## config.mk

```make
export PLATFORM = sky130hd
export DESIGN_NAME = bdsc_host
export DESIGN_NICKNAME = d
export VERILOG_FILES = /design/src/rtl/bdsc_sync.v /design/src/rtl/bdsc_gap.v /design/src/rtl/bdsc_host.v
export VERILOG_INCLUDE_DIRS = /design/src /design/src/rtl
export SDC_FILE = /design/constraint.sdc
export NUM_CORES = 1
export LEC_CHECK = 0
export BUFFER_PORTS_ARGS = -buffer_cell sky130_fd_sc_hd__buf_2
export CAP_MARGIN = 5
export CORE_ASPECT_RATIO = 0.8
export CORE_MARGIN = 2
export CORE_UTILIZATION = 45
export CTS_BUF_LIST = sky130_fd_sc_hd__clkbuf_16
export DETAILED_ROUTE_END_ITERATION = 8
export PLACE_DENSITY_LB_ADDON = 0.3
export SYNTH_ARGS = -nofsm -noshare
export SYNTH_HDL_FRONTEND = slang
export SYNTH_HIERARCHICAL = 1
export SYNTH_SLANG_ARGS = --single-unit
```

## constraint.sdc

```tcl
create_clock -name clk -period 3.7 [get_ports clk]
set_clock_uncertainty 0.15 [all_clocks]
set_input_delay 0.555 -clock clk [delete_from_list [all_inputs] [get_ports clk]]
set_output_delay 0.555 -clock clk [all_outputs]
set_load 0.02 [all_outputs]
```

## src/rtl/bdsc_map.vh

```
// constants for the dma start/completion controller: own register map,
// device register offsets and bit positions, timing counts.
// assumes a 10 MHz clk and the device register offsets chosen here.
`ifndef BDSC_MAP_VH
`define BDSC_MAP_VH

// ----------------------------------------
// own registers, word index on sw_addr
// ----------------------------------------
`define BDSC_R_CTRL 4'h0
`define BDSC_R_HADDR 4'h1
`define BDSC_R_RADDR 4'h2
`define BDSC_R_LEN 4'h3
`define BDSC_R_AMOD 4'h4
`define BDSC_R_STAT 4'h5
`define BDSC_R_DCMD 4'h6

// ctrl fields
`define BDSC_C_GO 0
`define BDSC_C_TOVME 1
`define BDSC_C_LONG 2
`define BDSC_C_DPRAM 3
`define BDSC_C_IRQ 4
`define BDSC_C_BLOCK 5
`define BDSC_C_PAUSE 6
// status fields
`define BDSC_S_BUSY 0
`define BDSC_S_DONE 1
`define BDSC_S_ERR 2
`define BDSC_S_ELO 8
`define BDSC_S_EHI 15

// ----------------------------------------
// device register offsets
// ----------------------------------------
`define BDSC_D_CMD 8'h00
`define BDSC_D_LA0 8'h01
`define BDSC_D_LA1 8'h02
`define BDSC_D_LA2 8'h03
`define BDSC_D_RA0 8'h04
`define BDSC_D_RA1 8'h05
`define BDSC_D_RA2 8'h06
`define BDSC_D_RA3 8'h07
`define BDSC_D_LREM 8'h08
`define BDSC_D_RREM 8'h09
`define BDSC_D_PK0 8'h0A
`define BDSC_D_PK1 8'h0B
`define BDSC_D_IRQC 8'h0C
`define BDSC_D_RC2 8'h0D
`define BDSC_D_AMOD 8'h0E
`define BDSC_D_STAT 8'h0F

// device command register bits
`define BDSC_K_INPROG 0
`define BDSC_K_DONE 1
`define BDSC_K_IRQEN 2
`define BDSC_K_LONG 4
`define BDSC_K_TOVME 5
`define BDSC_K_DPRAM 6
`define BDSC_K_START 7
// device interrupt control bits
`define BDSC_I_NORMEN 6
// remote control two bits
`define BDSC_X_NOIRQ 4
`define BDSC_X_BLOCK 5
`define BDSC_X_PAUSE 7
// error bits of the device status register
`define BDSC_ERR_MASK 8'hC7

// ----------------------------------------
// timing
// ----------------------------------------
`define BDSC_CLK_MHZ 10
`define BDSC_POLL_GAP_US 10
`define BDSC_POLL_GAP_CYC (`BDSC_POLL_GAP_US * `BDSC_CLK_MHZ)

`endif

```

## src/rtl/bdsc_sync.v

```verilog
// two-flop synchroniser for the device interrupt pin.
// assumes the pin is asynchronous to clk.
`timescale 1ns/100ps
`default_nettype none
module bdsc_sync (
  input wire clk, // system clock
  input wire srst, // synchronous reset, high
  input wire din, // asynchronous level
  output wire dout // synchronised level
);
  reg s1_reg;
  reg s2_reg;

  always @(posedge clk) begin
    if (srst) begin
      s1_reg <= 1'b0;
      s2_reg <= 1'b0;
    end else begin
      s1_reg <= din;
      s2_reg <= s1_reg;
    end
  end

  assign dout = s2_reg;
endmodule
`default_nettype wire

```

## src/rtl/bdsc_gap.v

```verilog
// down counter that spaces the completion polls apart.
// assumes load is a one-cycle pulse from the sequencer.
`timescale 1ns/100ps
`default_nettype none
`include "bdsc_map.vh"
module bdsc_gap (
  input wire clk, // system clock
  input wire srst, // synchronous reset, high
  input wire load, // restart the gap
  output wire expired // gap has run out
);
  localparam integer GAP_CYC = `BDSC_POLL_GAP_CYC;
  localparam [7:0] GAP = GAP_CYC[7:0];
  reg [7:0] cnt_reg;

  always @(posedge clk) begin
    if (srst) begin
      cnt_reg <= 8'h00;
    end else if (load) begin
      cnt_reg <= GAP;
    end else if (cnt_reg != 8'h00) begin
      cnt_reg <= cnt_reg - 8'h01;
    end
  end

  assign expired = (cnt_reg == 8'h00);
endmodule
`default_nettype wire

```

## src/rtl/bdsc_host.v

```verilog
// host-side controller that programs, starts and completes one dma
// transfer on the adapter through its byte-wide register port.
// assumes a device port that takes a write in one strobe cycle and
// answers a read in the cycle after the strobe; software drives sw_*.
//
// Notes on behaviour
// RULE1: device raises done interrupt only with command and normal enables both set.
// RULE2: device shows interrupt-active while generating the done interrupt.
// RULE3: clearing the done flag acknowledges; device then withdraws the interrupt.
// RULE4: done flag and interrupt come on success and failure alike.
// RULE5: reading the command register shows done once the transfer ends.
// RULE6: command written first with options and start clear.
// RULE7: host address upper field picks mapping entry, low twelve bits offset.
// RULE8: device carries into the upper field at each 4K page.
// RULE9: remote address register loaded with the starting bus address.
// RULE10: both remainder counts get length modulo 256.
// RULE11: packet count is length divided by 256, plus remainder bytes.
// RULE12: interrupt-passing disable set in remote control before start.
// RULE13: remote control: block flag, pause flag, one flag always zero.
// RULE14: address modifier must match block mode and address width.
// RULE15: start by read-back of command, rewritten with start bit set.
// RULE16: command bits: direction, longword, target; start/done/busy/reserved clear.
// RULE17: in-progress bit shows a transfer; no other cable access meanwhile.
// RULE18: any listed status error bit set means the transfer failed.
// RULE19: writing zero to remote control resumes interrupt passing.
// RULE20: after status check clear command, then restore remote control.
// RULE21: do not poll the command register continuously.
// RULE22: mapping entries at a fixed offset, one longword apart.
// RULE23: entries give upper twenty address bits; invalid entry times out.
// RULE24: pause rearbitrates per 64 bytes, block per 256, non-block each.
// RULE25: in-progress set on start, cleared as done is set.
//
// Implementation choices: the register addresses and the strobed register port.
`timescale 1ns/100ps
`default_nettype none
`include "bdsc_map.vh"
module bdsc_host (
  input wire clk, // system clock, 10 MHz
  input wire srst, // synchronous reset, high
  input wire [3:0] sw_addr, // own register index
  input wire [31:0] sw_wdata, // software write data
  input wire sw_wr, // software write strobe
  input wire sw_rd, // software read strobe
  output wire [31:0] sw_rdata, // read data, cycle after sw_rd
  output wire [7:0] dev_addr, // device register offset
  output wire [7:0] dev_wdata, // device write data
  output wire dev_wr, // device write strobe
  output wire dev_rd, // device read strobe
  input wire [7:0] dev_rdata, // device read data, cycle after dev_rd
  input wire dev_irq, // device interrupt pin, high
  output wire busy, // transfer sequence under way
  output wire done // sticky completion flag
);
  // ----------------------------------------
  // states
  // ----------------------------------------
  localparam [3:0] S_IDLE = 4'h0;
  localparam [3:0] S_PROG = 4'h1;
  localparam [3:0] S_RD = 4'h2;
  localparam [3:0] S_RDW = 4'h3;
  localparam [3:0] S_CAP = 4'h4;
  localparam [3:0] S_START = 4'h5;
  localparam [3:0] S_WAIT = 4'h6;
  localparam [3:0] S_CHK = 4'h7;
  localparam [3:0] S_STAT = 4'h8;
  localparam [3:0] S_CLR = 4'h9;
  localparam [3:0] S_REST = 4'hA;
  localparam [3:0] LAST_STEP = 4'hE;

  reg [3:0] state_reg;
  reg [3:0] ret_reg;
  reg [3:0] step_reg;
  reg [7:0] cap_reg;
  reg [7:0] a_reg;
  reg [7:0] d_reg;
  reg wr_reg;
  reg rd_reg;
  reg [31:0] rdata_reg;

  // own registers
  reg [6:1] ctrl_reg;
  reg [23:0] haddr_reg;
  reg [31:0] raddr_reg;
  reg [23:0] len_reg;
  reg [7:0] amod_reg;
  reg done_reg;
  reg err_reg;
  reg [7:0] estat_reg;
  reg [7:0] dcmd_reg;

  wire irq_s;
  wire gap_out;
  wire gap_load;
  wire go;
  wire sw_clr_done;

  // ----------------------------------------
  // helpers
  // ----------------------------------------
  bdsc_sync u_sync (
    .clk(clk),
    .srst(srst),
    .din(dev_irq),
    .dout(irq_s)
  );

  // restart the gap on every poll so reads are spaced out
  assign gap_load = (state_reg == S_START) || (state_reg == S_CHK); // RULE21

  bdsc_gap u_gap (
    .clk(clk),
    .srst(srst),
    .load(gap_load),
    .expired(gap_out)
  );

  assign go = sw_wr && (sw_addr == `BDSC_R_CTRL) && sw_wdata[`BDSC_C_GO];
  assign sw_clr_done = sw_wr && (sw_addr == `BDSC_R_STAT) && sw_wdata[`BDSC_S_DONE];

  // ----------------------------------------
  // device command byte, options only
  // ----------------------------------------
  reg [7:0] opt_cmd;
  always @* begin
    opt_cmd = 8'h00; // RULE16
    opt_cmd[`BDSC_K_TOVME] = ctrl_reg[`BDSC_C_TOVME];
    opt_cmd[`BDSC_K_LONG] = ctrl_reg[`BDSC_C_LONG];
    opt_cmd[`BDSC_K_DPRAM] = ctrl_reg[`BDSC_C_DPRAM];
    opt_cmd[`BDSC_K_IRQEN] = ctrl_reg[`BDSC_C_IRQ]; // RULE1
  end

  reg [7:0] rc2_val;
  always @* begin
    rc2_val = 8'h00; // RULE13
    rc2_val[`BDSC_X_NOIRQ] = 1'b1; // RULE12
    rc2_val[`BDSC_X_BLOCK] = ctrl_reg[`BDSC_C_BLOCK] | ctrl_reg[`BDSC_C_PAUSE];
    rc2_val[`BDSC_X_PAUSE] = ctrl_reg[`BDSC_C_PAUSE];
  end

  // ----------------------------------------
  // programming table, one write per step
  // ----------------------------------------
  reg [7:0] t_addr;
  reg [7:0] t_data;
  always @* begin
    t_addr = `BDSC_D_CMD;
    t_data = opt_cmd; // RULE6
    case (step_reg)
      4'h1: begin
        t_addr = `BDSC_D_LA0;
        t_data = haddr_reg[7:0]; // RULE7
      end
      4'h2: begin
        t_addr = `BDSC_D_LA1;
        t_data = haddr_reg[15:8];
      end
      4'h3: begin
        t_addr = `BDSC_D_LA2;
        t_data = haddr_reg[23:16];
      end
      4'h4: begin
        t_addr = `BDSC_D_RA0;
        t_data = raddr_reg[7:0]; // RULE9
      end
      4'h5: begin
        t_addr = `BDSC_D_RA1;
        t_data = raddr_reg[15:8];
      end
      4'h6: begin
        t_addr = `BDSC_D_RA2;
        t_data = raddr_reg[23:16];
      end
      4'h7: begin
        t_addr = `BDSC_D_RA3;
        t_data = raddr_reg[31:24];
      end
      4'h8: begin
        t_addr = `BDSC_D_LREM;
        t_data = len_reg[7:0]; // RULE10
      end
      4'h9: begin
        t_addr = `BDSC_D_RREM;
        t_data = len_reg[7:0]; // RULE10
      end
      4'hA: begin
        t_addr = `BDSC_D_PK0;
        t_data = len_reg[15:8]; // RULE11
      end
      4'hB: begin
        t_addr = `BDSC_D_PK1;
        t_data = len_reg[23:16]; // RULE11
      end
      4'hC: begin
        t_addr = `BDSC_D_IRQC;
        t_data = {1'b0, ctrl_reg[`BDSC_C_IRQ], 6'h00}; // RULE1
      end
      4'hD: begin
        t_addr = `BDSC_D_RC2;
        t_data = rc2_val; // RULE12
      end
      4'hE: begin
        t_addr = `BDSC_D_AMOD;
        t_data = amod_reg; // RULE14
      end
      default: begin
        t_addr = `BDSC_D_CMD;
        t_data = opt_cmd;
      end
    endcase
  end

  // ----------------------------------------
  // sequencer
  // ----------------------------------------
  always @(posedge clk) begin
    if (srst) begin
      state_reg <= S_IDLE;
      ret_reg <= S_IDLE;
      step_reg <= 4'h0;
      cap_reg <= 8'h00;
      a_reg <= 8'h00;
      d_reg <= 8'h00;
      wr_reg <= 1'b0;
      rd_reg <= 1'b0;
    end else begin
      wr_reg <= 1'b0;
      rd_reg <= 1'b0;
      case (state_reg)
        S_IDLE: begin
          step_reg <= 4'h0;
          if (go) begin
            state_reg <= S_PROG;
          end
        end
        S_PROG: begin
          wr_reg <= 1'b1;
          a_reg <= t_addr;
          d_reg <= t_data;
          step_reg <= step_reg + 4'h1;
          if (step_reg == LAST_STEP) begin
            state_reg <= S_RD;
            ret_reg <= S_START;
          end
        end
        S_RD: begin
          rd_reg <= 1'b1;
          a_reg <= (ret_reg == S_STAT) ? `BDSC_D_STAT : `BDSC_D_CMD; // RULE15
          state_reg <= S_RDW;
        end
        S_RDW: begin
          state_reg <= S_CAP;
        end
        S_CAP: begin
          cap_reg <= dev_rdata;
          state_reg <= ret_reg;
        end
        S_START: begin
          // read-back value rewritten with start set
          wr_reg <= 1'b1;
          a_reg <= `BDSC_D_CMD;
          d_reg <= cap_reg | (8'h01 << `BDSC_K_START); // RULE15
          state_reg <= S_WAIT;
        end
        S_WAIT: begin
          // only the command register is touched until done
          a_reg <= `BDSC_D_CMD; // RULE17
          if (ctrl_reg[`BDSC_C_IRQ] ? irq_s : gap_out) begin
            state_reg <= S_RD;
            ret_reg <= S_CHK;
          end
        end
        S_CHK: begin
          if (cap_reg[`BDSC_K_DONE]) begin // RULE5
            a_reg <= `BDSC_D_STAT;
            state_reg <= S_RD;
            ret_reg <= S_STAT;
          end else begin
            state_reg <= S_WAIT;
          end
        end
        S_STAT: begin
          // clearing the command also acknowledges the done interrupt
          wr_reg <= 1'b1;
          a_reg <= `BDSC_D_CMD;
          d_reg <= 8'h00; // RULE20 RULE3
          state_reg <= S_CLR;
        end
        S_CLR: begin
          wr_reg <= 1'b1;
          a_reg <= `BDSC_D_RC2;
          d_reg <= 8'h00; // RULE19
          state_reg <= S_REST;
        end
        S_REST: begin
          state_reg <= S_IDLE;
        end
        default: begin
          state_reg <= S_IDLE;
        end
      endcase
    end
  end

  // ----------------------------------------
  // own register file
  // ----------------------------------------
  wire finish = (state_reg == S_REST);

  always @(posedge clk) begin
    if (srst) begin
      ctrl_reg <= 6'h00;
      haddr_reg <= 24'h000000;
      raddr_reg <= 32'h00000000;
      len_reg <= 24'h000000;
      amod_reg <= 8'h00;
      done_reg <= 1'b0;
      err_reg <= 1'b0;
      estat_reg <= 8'h00;
      dcmd_reg <= 8'h00;
    end else begin
      // parameters are frozen while a transfer runs
      if (sw_wr && state_reg == S_IDLE) begin
        if (sw_addr == `BDSC_R_CTRL) begin
          ctrl_reg <= sw_wdata[6:1];
        end else if (sw_addr == `BDSC_R_HADDR) begin
          haddr_reg <= sw_wdata[23:0];
        end else if (sw_addr == `BDSC_R_RADDR) begin
          raddr_reg <= sw_wdata;
        end else if (sw_addr == `BDSC_R_LEN) begin
          len_reg <= sw_wdata[23:0];
        end else if (sw_addr == `BDSC_R_AMOD) begin
          amod_reg <= sw_wdata[7:0];
        end
      end
      if (state_reg == S_CHK) begin
        dcmd_reg <= cap_reg;
      end
      if (state_reg == S_STAT) begin
        estat_reg <= cap_reg & `BDSC_ERR_MASK;
        err_reg <= |(cap_reg & `BDSC_ERR_MASK); // RULE18
      end
      // completion wins over a clear in the same cycle
      if (finish) begin
        done_reg <= 1'b1; // RULE4
      end else if (sw_clr_done || go) begin
        done_reg <= 1'b0;
      end
    end
  end

  // ----------------------------------------
  // software read path
  // ----------------------------------------
  always @(posedge clk) begin
    if (srst) begin
      rdata_reg <= 32'h00000000;
    end else if (sw_rd) begin
      if (sw_addr == `BDSC_R_CTRL) begin
        rdata_reg <= {25'h0000000, ctrl_reg, 1'b0};
      end else if (sw_addr == `BDSC_R_HADDR) begin
        rdata_reg <= {8'h00, haddr_reg};
      end else if (sw_addr == `BDSC_R_RADDR) begin
        rdata_reg <= raddr_reg;
      end else if (sw_addr == `BDSC_R_LEN) begin
        rdata_reg <= {8'h00, len_reg};
      end else if (sw_addr == `BDSC_R_AMOD) begin
        rdata_reg <= {24'h000000, amod_reg};
      end else if (sw_addr == `BDSC_R_STAT) begin
        rdata_reg <= {16'h0000, estat_reg, 5'h00, err_reg, done_reg,
                      (state_reg != S_IDLE)};
      end else if (sw_addr == `BDSC_R_DCMD) begin
        rdata_reg <= {24'h000000, dcmd_reg};
      end else begin
        rdata_reg <= 32'h00000000;
      end
    end else begin
      rdata_reg <= 32'h00000000;
    end
  end

  assign sw_rdata = rdata_reg;
  assign dev_addr = a_reg;
  assign dev_wdata = d_reg;
  assign dev_wr = wr_reg;
  assign dev_rd = rd_reg;
  assign busy = (state_reg != S_IDLE);
  assign done = done_reg;
endmodule
`default_nettype wire

```

# [Word level (Yosys, flattened, before mapping)]
# Index checks and enable logic that the tools add are counted.
[classes] n_addsub=2 n_div=0 eq_ne=35 shifts=0 n_mul=0 n_reduce_logical=35 order_cmp=0 bitwise=6 muxes=30
[ops] cell="8-bit one-hot mux with 13 select lines" count=1
[ops] cell="4-bit one-hot mux with 14 select lines" count=1
[ops] cell="24-bit 2-to-1 mux" count=2
[ops] cell="4-bit by 3-bit equality test with 1-bit output, second input constant" count=11
[ops] cell="4-bit equality test, second input constant" count=11
[ops] cell="4-bit one-hot mux with 10 select lines" count=1
[ops] cell="8-bit one-hot mux with 5 select lines" count=1
[ops] cell="16-bit 2-to-1 mux" count=2
[ops] cell="32-bit 2-to-1 mux" count=1
[ops] cell="4-bit 2-to-1 mux" count=7
[ops] cell="4-bit by 2-bit equality test with 1-bit output, second input constant" count=6
[ops] cell="8-bit one-hot mux with 3 select lines" count=1
[ops] cell="7-bit 2-to-1 mux" count=3
[ops] cell="8-bit 2-to-1 mux" count=2
[ops] cell="4-bit by 1-bit equality test with 1-bit output, second input constant" count=3
[ops] cell="4-bit one-hot mux with 3 select lines" count=1
[ops] cell="4-bit logical NOT" count=2
[ops] cell="8-bit logical NOT" count=1
[ops] cell="2-bit inequality test, second input constant" count=4
[ops] cell="4-bit one-hot mux with 2 select lines" count=1
[ops] cell="4-bit AND reduction" count=2
[ops] cell="8-bit nonzero test" count=1
[ops] cell="2-bit OR reduction" count=4
[ops] cell="4-bit OR reduction" count=2
[ops] cell="18 further kinds" count=37
[totals] rom_bits=0 mem_bits_rw=0 in_bits=49 output_inout_bits=52 memories=0 latchBits=0 reg_bits=189 word_cells=132

# [Depth between registers and ports, before layout]
# Gate-level depths: netlist of run 1.
[depth] ltp_word=8 mapped_depth=9 depth_no_buf=9

# [Cells and area by module]
# Netlist of run 1, hierarchy kept.
[modules_own_cells] module="bdsc_host" area_each_um2=8018.9 cells_per_inst=1052 instances=1 seq_area_each_um2=3483.3
[modules_own_cells] module="bdsc_gap" area_each_um2=407.9 cells_per_inst=48 instances=1 seq_area_each_um2=160.2
[modules_own_cells] module="bdsc_sync" area_each_um2=52.6 cells_per_inst=4 instances=1 seq_area_each_um2=40.0

# [Least setup slack after synthesis of run 1]
# Ideal clock, no wire load.
[synth_timing] path_type="register to register" from="register step_reg[0]" to="register d_reg[2], in the netlist dev_wdata[2]" stages_incl_launch_ff=9 n_path_buf=1 setup_ns=0.091 t_required_ns=3.459 arrival_time_ns=2.044 period_less_slack_ns=2.285 setup_slack_ns=1.415 path_cell_list="dfxtp_1 inv_1 ha_1 clkbuf_1 or3_1 o22ai_4 a221oi_2 a221o_1 a311oi_1"
[synth_via] elab_chain_cells=4 elab_cells_between_ends=17 cone_classes="eq/ne: 14; mux: 2; reduce/logical: 1"
[synth_lines] item="from (decl)" line_no="bdsc_host.v:72" source="reg [3:0] step_reg;"
[synth_lines] item="from (signal assigned)" line_no="bdsc_host.v:239" source="step_reg <= step_reg + 4'h1;"
[synth_lines] item="4-bit equality test" line_no="bdsc_host.v:148" source="case (step_reg)"
[synth_lines] item="2-bit OR reduction (no source line)"
[synth_lines] item="8-bit one-hot mux with 13 select lines *" line_no="bdsc_host.v:148"
[synth_lines] item="8-bit one-hot mux with 3 select lines *" line_no="bdsc_host.v:228" source="case (state_reg)"
[synth_lines] item="to (signal assigned)" line_no="bdsc_host.v:238" source="d_reg <= t_data;"
[synth_lines] item="to (signal assigned)" line_no="bdsc_host.v:261" source="d_reg <= cap_reg | (8'h01 << `BDSC_K_START);"
[synth_lines] item="to (decl)" line_no="bdsc_host.v:75" source="reg [7:0] d_reg;"
# Every way passes the cells marked *; elsewhere a longest branch is shown, timed or not.
# A chain may end at the register's enable or synchronous reset.

# [Worst setup path after layout of run 1]
[layout_timing] from="register state_reg[2]" to="register amod_reg[1]"
[layout_via] elab_chain_cells=3
[layout_lines] item="from (decl)" line_no="bdsc_host.v:70" source="reg [3:0] state_reg;"
[layout_lines] item="from (signal assigned)" line_no="bdsc_host.v:255" source="state_reg <= ret_reg;"
[layout_lines] item="4-bit logical NOT" line_no="bdsc_host.v:322" source="if (sw_wr && state_reg == S_IDLE) begin"
[layout_lines] item="1-bit logical AND" line_no="bdsc_host.v:322"
[layout_lines] item="6-bit AND reduction (no source line)"
[layout_lines] item="to (signal assigned)" line_no="bdsc_host.v:332" source="amod_reg <= sw_wdata[7:0];"
[layout_lines] item="to (decl)" line_no="bdsc_host.v:85" source="reg [7:0] amod_reg;"
# Every way passes these cells.

==> results.cfg, run 1 <==
[run_status]
status = finished, final reports clean

[logic_synthesis]
async_flop_share_pct = 0
synth_most_common_cell = nand2_1
synth_top_family_by_area = simple AND/OR/NAND/NOR gates
synth_area_per_cell_sq_um = 7.68
synth_common_cells = nand2_1, dfxtp_1, a21oi_1, nor2_1, clkbuf_1
muxShareOfSynthArea_pct = 3.05
synth-simple-area-share_pct = 24.7
synthXorXnorAreaFrac_pct = 0.207
yosysWarnings = 6
synth-main-ff-cell = dfxtp_1
synth_cells = 1104
synth-compound-area-share_pct = 22.4
yosys_register_bits = 184
seq_area_frac_synth_pct = 43.4
synth_edf_count = 0
netlist_area_sq_mm = 0.00848
synthAdderAreaFrac_pct = 0.738
synth.top_cell.area_share_pct = 43.4
synthTopCellsByArea = dfxtp_1, nand2_1, a21oi_1
yosysUniqueCellTypes = 68
synth.largest_area_cell = dfxtp_1

[critical_path]
slowest_delay_ns = 0.61
crit_path_end_kind = flip-flop
crit_buf_inv = 0
path_cells = nor2_2 -> and3_1 -> nand4b_1 -> mux2i_1 -> nor2_1
cp.arrival_ns = 2.88
cp_slowest_cell = nand4b_1
worstPathRequired_ns = 3.83
crit_path_max_fanout = 20
worst-setup-path-type = reg2reg
startpoint_type = flip-flop
critPathTopFamily = simple AND/OR/NAND/NOR gates

[floorplanning]
placementRows = 44
start_util_pct = 46.4
die_h_um = 127
core_area_sq_mm = 0.0183
die_area_sq_mm = 0.0200
ios = 101
fp.dieW_um = 157

[drt]
postRouteAntennaNets = 0
drt_iter0_drc = 1378
vias = 8473
drc = 0
dr.pass1.iters = 7
totalWireLength_mm = 28.3
viasPerCell = 5.93
wire_per_inst_um = 19.8

[final_layout]
antenna_cells = 0
utilization_pct = 52.9
drive_gt1_share_pct = 14.6
multiInputGateArea_sq_mm = 0.00436
syn_to_final_growth_pct = 14.1
nets = 1216
instances_no_fill = 1428
nFillCells = 1838
regArea_sq_mm = 0.00368

[timing]
max_freq_mhz = 364
rsz0062_at_grt = false
worstMarginPinSlew_ns = 1.17
setup_slack_ns = 0.949
finalHoldViolCount = 0
hold_ws_ns = 0.189
setup_viol = 0
period_share_pct = 74.3
fin_crit_ns = 2.75
timing.final.max_slew_violations = 0
fin_setup_tns_ns = 0
max_slew_margin_pct = 21.8

[clock_tree]
clk_pin_slew_worst_paths_ns = 0.07
cts_hold_buf = 0
cts_buffers = 17
htree_num_levels = 4
post-cts-setup-buffers = 0
root_buffer = clkbuf_16
clkLatencyLatePin_ns = 0.44
ctsLongestPathBuffers = 2
cts.sinks = 184
cts_tree = yes
post_cts_resized = 0

[global_route]
grt_pass1_wl_mm = 43.6
grt_antenna_before_repair = 0
grt_remaining_overflow = 0
grt_start_max_net_pins = 109
grt_pass1_vias = 7551
track_usage_pct = 28.5

[run]
cap_violations = 0

[power]
vdd_drop_max_mv = 0.328
leakage_nw = 3.53
cellPowerDensity_mw_per_mm2 = 443

[placed_design]
portBuffers = 96
dp_hpwl_mm = 20.0
dp.cells = 1396
place_congestion = 0.983
dp_slack_ns = 1.06

[min_path]
holdCritPathClass = in2reg
-- final cells by class --
type | count | area share (%)
clock buffer | 17 | 4.40
clock inverter | 15 | 1.28
inverter | 29 | 1.13
multi-input combinational | 811 | 45.1
sequential | 184 | 38.1
tap | 253 | 3.27
timing repair buffer | 119 | 6.78
-- final timing paths --
path / startpoint / to / slack, ns / depth (start not counted)
max: state_reg[2]$_SDFFE_PP0P_ / amod_reg[1]$_SDFFE_PP0P_ / 0.95 / 5
min: dev_irq / u_sync/s1_reg$_SDFF_PP0_ / 0.19 / 2
max reg2reg: state_reg[2]$_SDFFE_PP0P_ / amod_reg[1]$_SDFFE_PP0P_ / 0.95 / 5
min reg2reg: u_sync/s1_reg$_SDFF_PP0_ / u_sync/dout$_SDFF_PP0_ / 0.28 / 1
-- metrics by stage --
stage,power (mW),cell area (sq um)
2_1_floorplan,2.45,8490
3_3_place_gp,2.58,9120
3_5_place_dp,2.58,9120
4_1_cts,4.30,9670
5_1_grt,4.46,9670
6_report,4.29,9670
-- where the power goes --
group	switching (mW)	internal [mW]
clock network	0.811	0.928
registers	0.0552	2.04
logic	0.279	0.179
total	1.15	3.14
-- cell usage in the layout (no fill, tap or decap), types with 7 or more instances in the layout --
| cell | instances |
|---|---|
| a22oi_1 | 28 |
| nor3_1 | 24 |
| mux2_2 | 7 |
| nor2b_1 | 10 |
| and2_1 | 13 |
| inv_1 | 29 |
| a211oi_1 | 9 |
| o21ai_0 | 48 |
| nand2_1 | 246 |
| mux2i_1 | 18 |
| nor2_1 | 72 |
| or3_1 | 9 |
| a221oi_1 | 9 |
| a21oi_1 | 152 |
| nor4_1 | 8 |
| nand3_1 | 28 |
| dfxtp_1 | 184 |
| nand2b_1 | 16 |
| buf_4 | 24 |
| a31oi_1 | 10 |
| buf_2 | 95 |
| clkbuf_16 | 17 |
-- kinds of logic after synthesis --
family                     after synthesis
DFF                                    184
and+or+nand+nor                        465
adders and majority gates                5
buffers and inverters                  112
AOI/OAI and AO/OA                      310
muxes                                   25
other                                    1
xor gates and xnor gates                 2
-- per-layer routing --
metal  GRT usage [%]  share of wire [%]
met3            7.89                 12
met2            39.7                 41
met1            41.6                 44
met5               0                  0
met4            10.2                2.9
Power figures use the tool's default switching activity.
==> run 2, diff against run 1 <==
- clock period: 3.7 -> 2.5 ns (I/O delays scaled with it)
==> run 2 against run 1 <==
  * Flip-flop and latch count stayed put
  * Combinational power grew 53%
  * Sequential share of layout area is 1.1 points lower
  * Critical path type unchanged
  * Cell area is 2.9% higher
  * Die area unchanged
  * First-iteration DRC count is 17% lower
  * Setup slack worse by 0.83 ns
  * Via count increased by 0.77%
  * Global-route usage up 0.53 points
  * Clock power increased by 55%
==> results.cfg, run 2 (synthesis results as in run 1) <==
[run_status]
status = finished, final reports clean

[final_layout]
design_area_sq_mm = 0.00995
nets = 1244
drive_gt1_share_pct = 16.9
final_common_cell = nand2_1
antenna_cells = 0
final_cell_mix = nand2_1, dfxtp_1, a21oi_1, buf_2, nor2_1
syn_to_final_growth_pct = 17.3

[drt]
met1Wirelength_mm = 13.2
postRouteAntennaNets = 0
dr.pass1.iters = 6
wire_per_inst_um = 19.9
totalWireLength_mm = 29.0
drt_iter0_drc = 1137
viasPerCell = 5.86
met2_length_mm = 12.0
wl_met3_mm = 3.00
drc = 0
top_layer = met4
vias = 8538

[global_route]
track_usage_pct = 29.0
grt_remaining_overflow = 0
grt_antenna_before_repair = 0
grt_pass1_vias = 7542
grt_pass1_wl_mm = 44.2
grt_start_max_net_pins = 146

[critical_path]
rr_worst_depth = 7
path_cells = inv_1 -> ha_1 -> or4_4 -> o22ai_4 -> a221oi_2 -> a221o_1 -> a311oi_1
path_depth = 7
worst-setup-path-type = reg2reg
slowest_delay_ns = 0.50
crit_path_end_kind = flip-flop
critPathTopFamily = compound AO/OA/AOI/OAI gates
r2r-start = step_reg[1]$_SDFFE_PP0P_
startpoint_type = flip-flop
crit_path_max_fanout = 9
startpoint = step_reg[1]$_SDFFE_PP0P_
cp_slowest_cell = or4_4
worstPathRequired_ns = 2.69
cp.arrival_ns = 2.57
crit_buf_inv = 1

[min_path]
min_from = dev_rdata[4]
hold_depth = 3
holdCritPathClass = in2reg

[floorplanning]
die_area_sq_mm = 0.0200
fp.dieW_um = 157
die_h_um = 127
placementRows = 44
ios = 101
core_area_sq_mm = 0.0183
start_util_pct = 46.4

[clock_tree]
cts_buffers = 17
root_buffer = clkbuf_16
post_cts_resized = 0
clk_pin_slew_worst_paths_ns = 0.07
clkLatencyLatePin_ns = 0.44
cts_tree = yes
htree_num_levels = 4
cts.sinks = 184
cts_hold_buf = 0
ctsLongestPathBuffers = 2
post-cts-setup-buffers = 0

[placed_design]
portBuffers = 96
place_congestion = 1.01
place_area_sq_mm = 0.00936
dp_hpwl_mm = 20.9

[timing]
fin_setup_tns_ns = 0
rsz0062_at_grt = false
hold_ws_ns = 0.0188
max_freq_mhz = 421
fin_crit_ns = 2.38
period_share_pct = 95.1
timing.final.max_slew_violations = 0
setup_viol = 0
worstMarginPinSlew_ns = 0.706
max_slew_margin_pct = 53.0
finalHoldViolCount = 0

[power]
vdd_drop_max_mv = 0.371
p_total_mw = 6.50
leakage_nw = 3.69
cellPowerDensity_mw_per_mm2 = 653

[run]
cap_violations = 0
## run 2: cell count changes in the layout (fill, tap and decap cells not counted), moves of 4 or more
cell      change
inv_8         +4
buf_4        +26
inv_6         -5
clkinv_4      +5
## run 2: metrics by stage
step | instances | util (%) | setup slack (ns)
6_report | 1456 | 54.4 | 0.123
5_1_grt | 1456 | 54.4 | 0.00920
4_1_cts | 1456 | 54.4 | 0.109
3_5_place_dp | 1424 | 51.2 | 0.122
3_3_place_gp | 1424 | 51.2 | 0.187
2_1_floorplan | 1107 | - | 0.215
## run 2: final timing paths
path                                     to  slack [ns]
setup reg to reg  dev_wdata[2]$_SDFFE_PP0P_        0.12
hold / removal      cap_reg[4]$_SDFFE_PP0N_        0.02
hold reg to reg    len_reg[11]$_SDFFE_PP0P_        0.31
setup / recovery  dev_wdata[2]$_SDFFE_PP0P_        0.12
## run 2: area by class of cell
| class | instances | area [sq um] |
|---|---|---|
| Fill cell | 1799 | 8330 |
| Sequential cell | 184 | 3680 |
| Clock buffer | 17 | 425 |
| Multi-Input combinational cell | 811 | 4360 |
| Inverter | 29 | 109 |
| Clock inverter | 15 | 164 |
| Timing Repair Buffer | 147 | 891 |
| Tap cell | 253 | 317 |
## run 2: tightest hold or removal path, delay by kind of cell
kind / cells / cell delay, ns
simple gates: 1 / 0.05
buf+inv: 1 / 0.09
compound gates: 1 / 0.05
## run 2: metal layers
metal  global-route usage (%)  vias to the layer above
li1                         -                     4018
met1                     43.8                     4030
met2                     40.3                      440
met3                     6.63                       50
met4                     9.52                        0
met5                        0                        -
## run 2: power by group
part / internal, mW / leakage (nW) / switching (mW)
sequential: 3.01 / 1.49 / 0.0840
combinational: 0.277 / 1.92 / 0.420
clock: 1.42 / 0.284 / 1.29
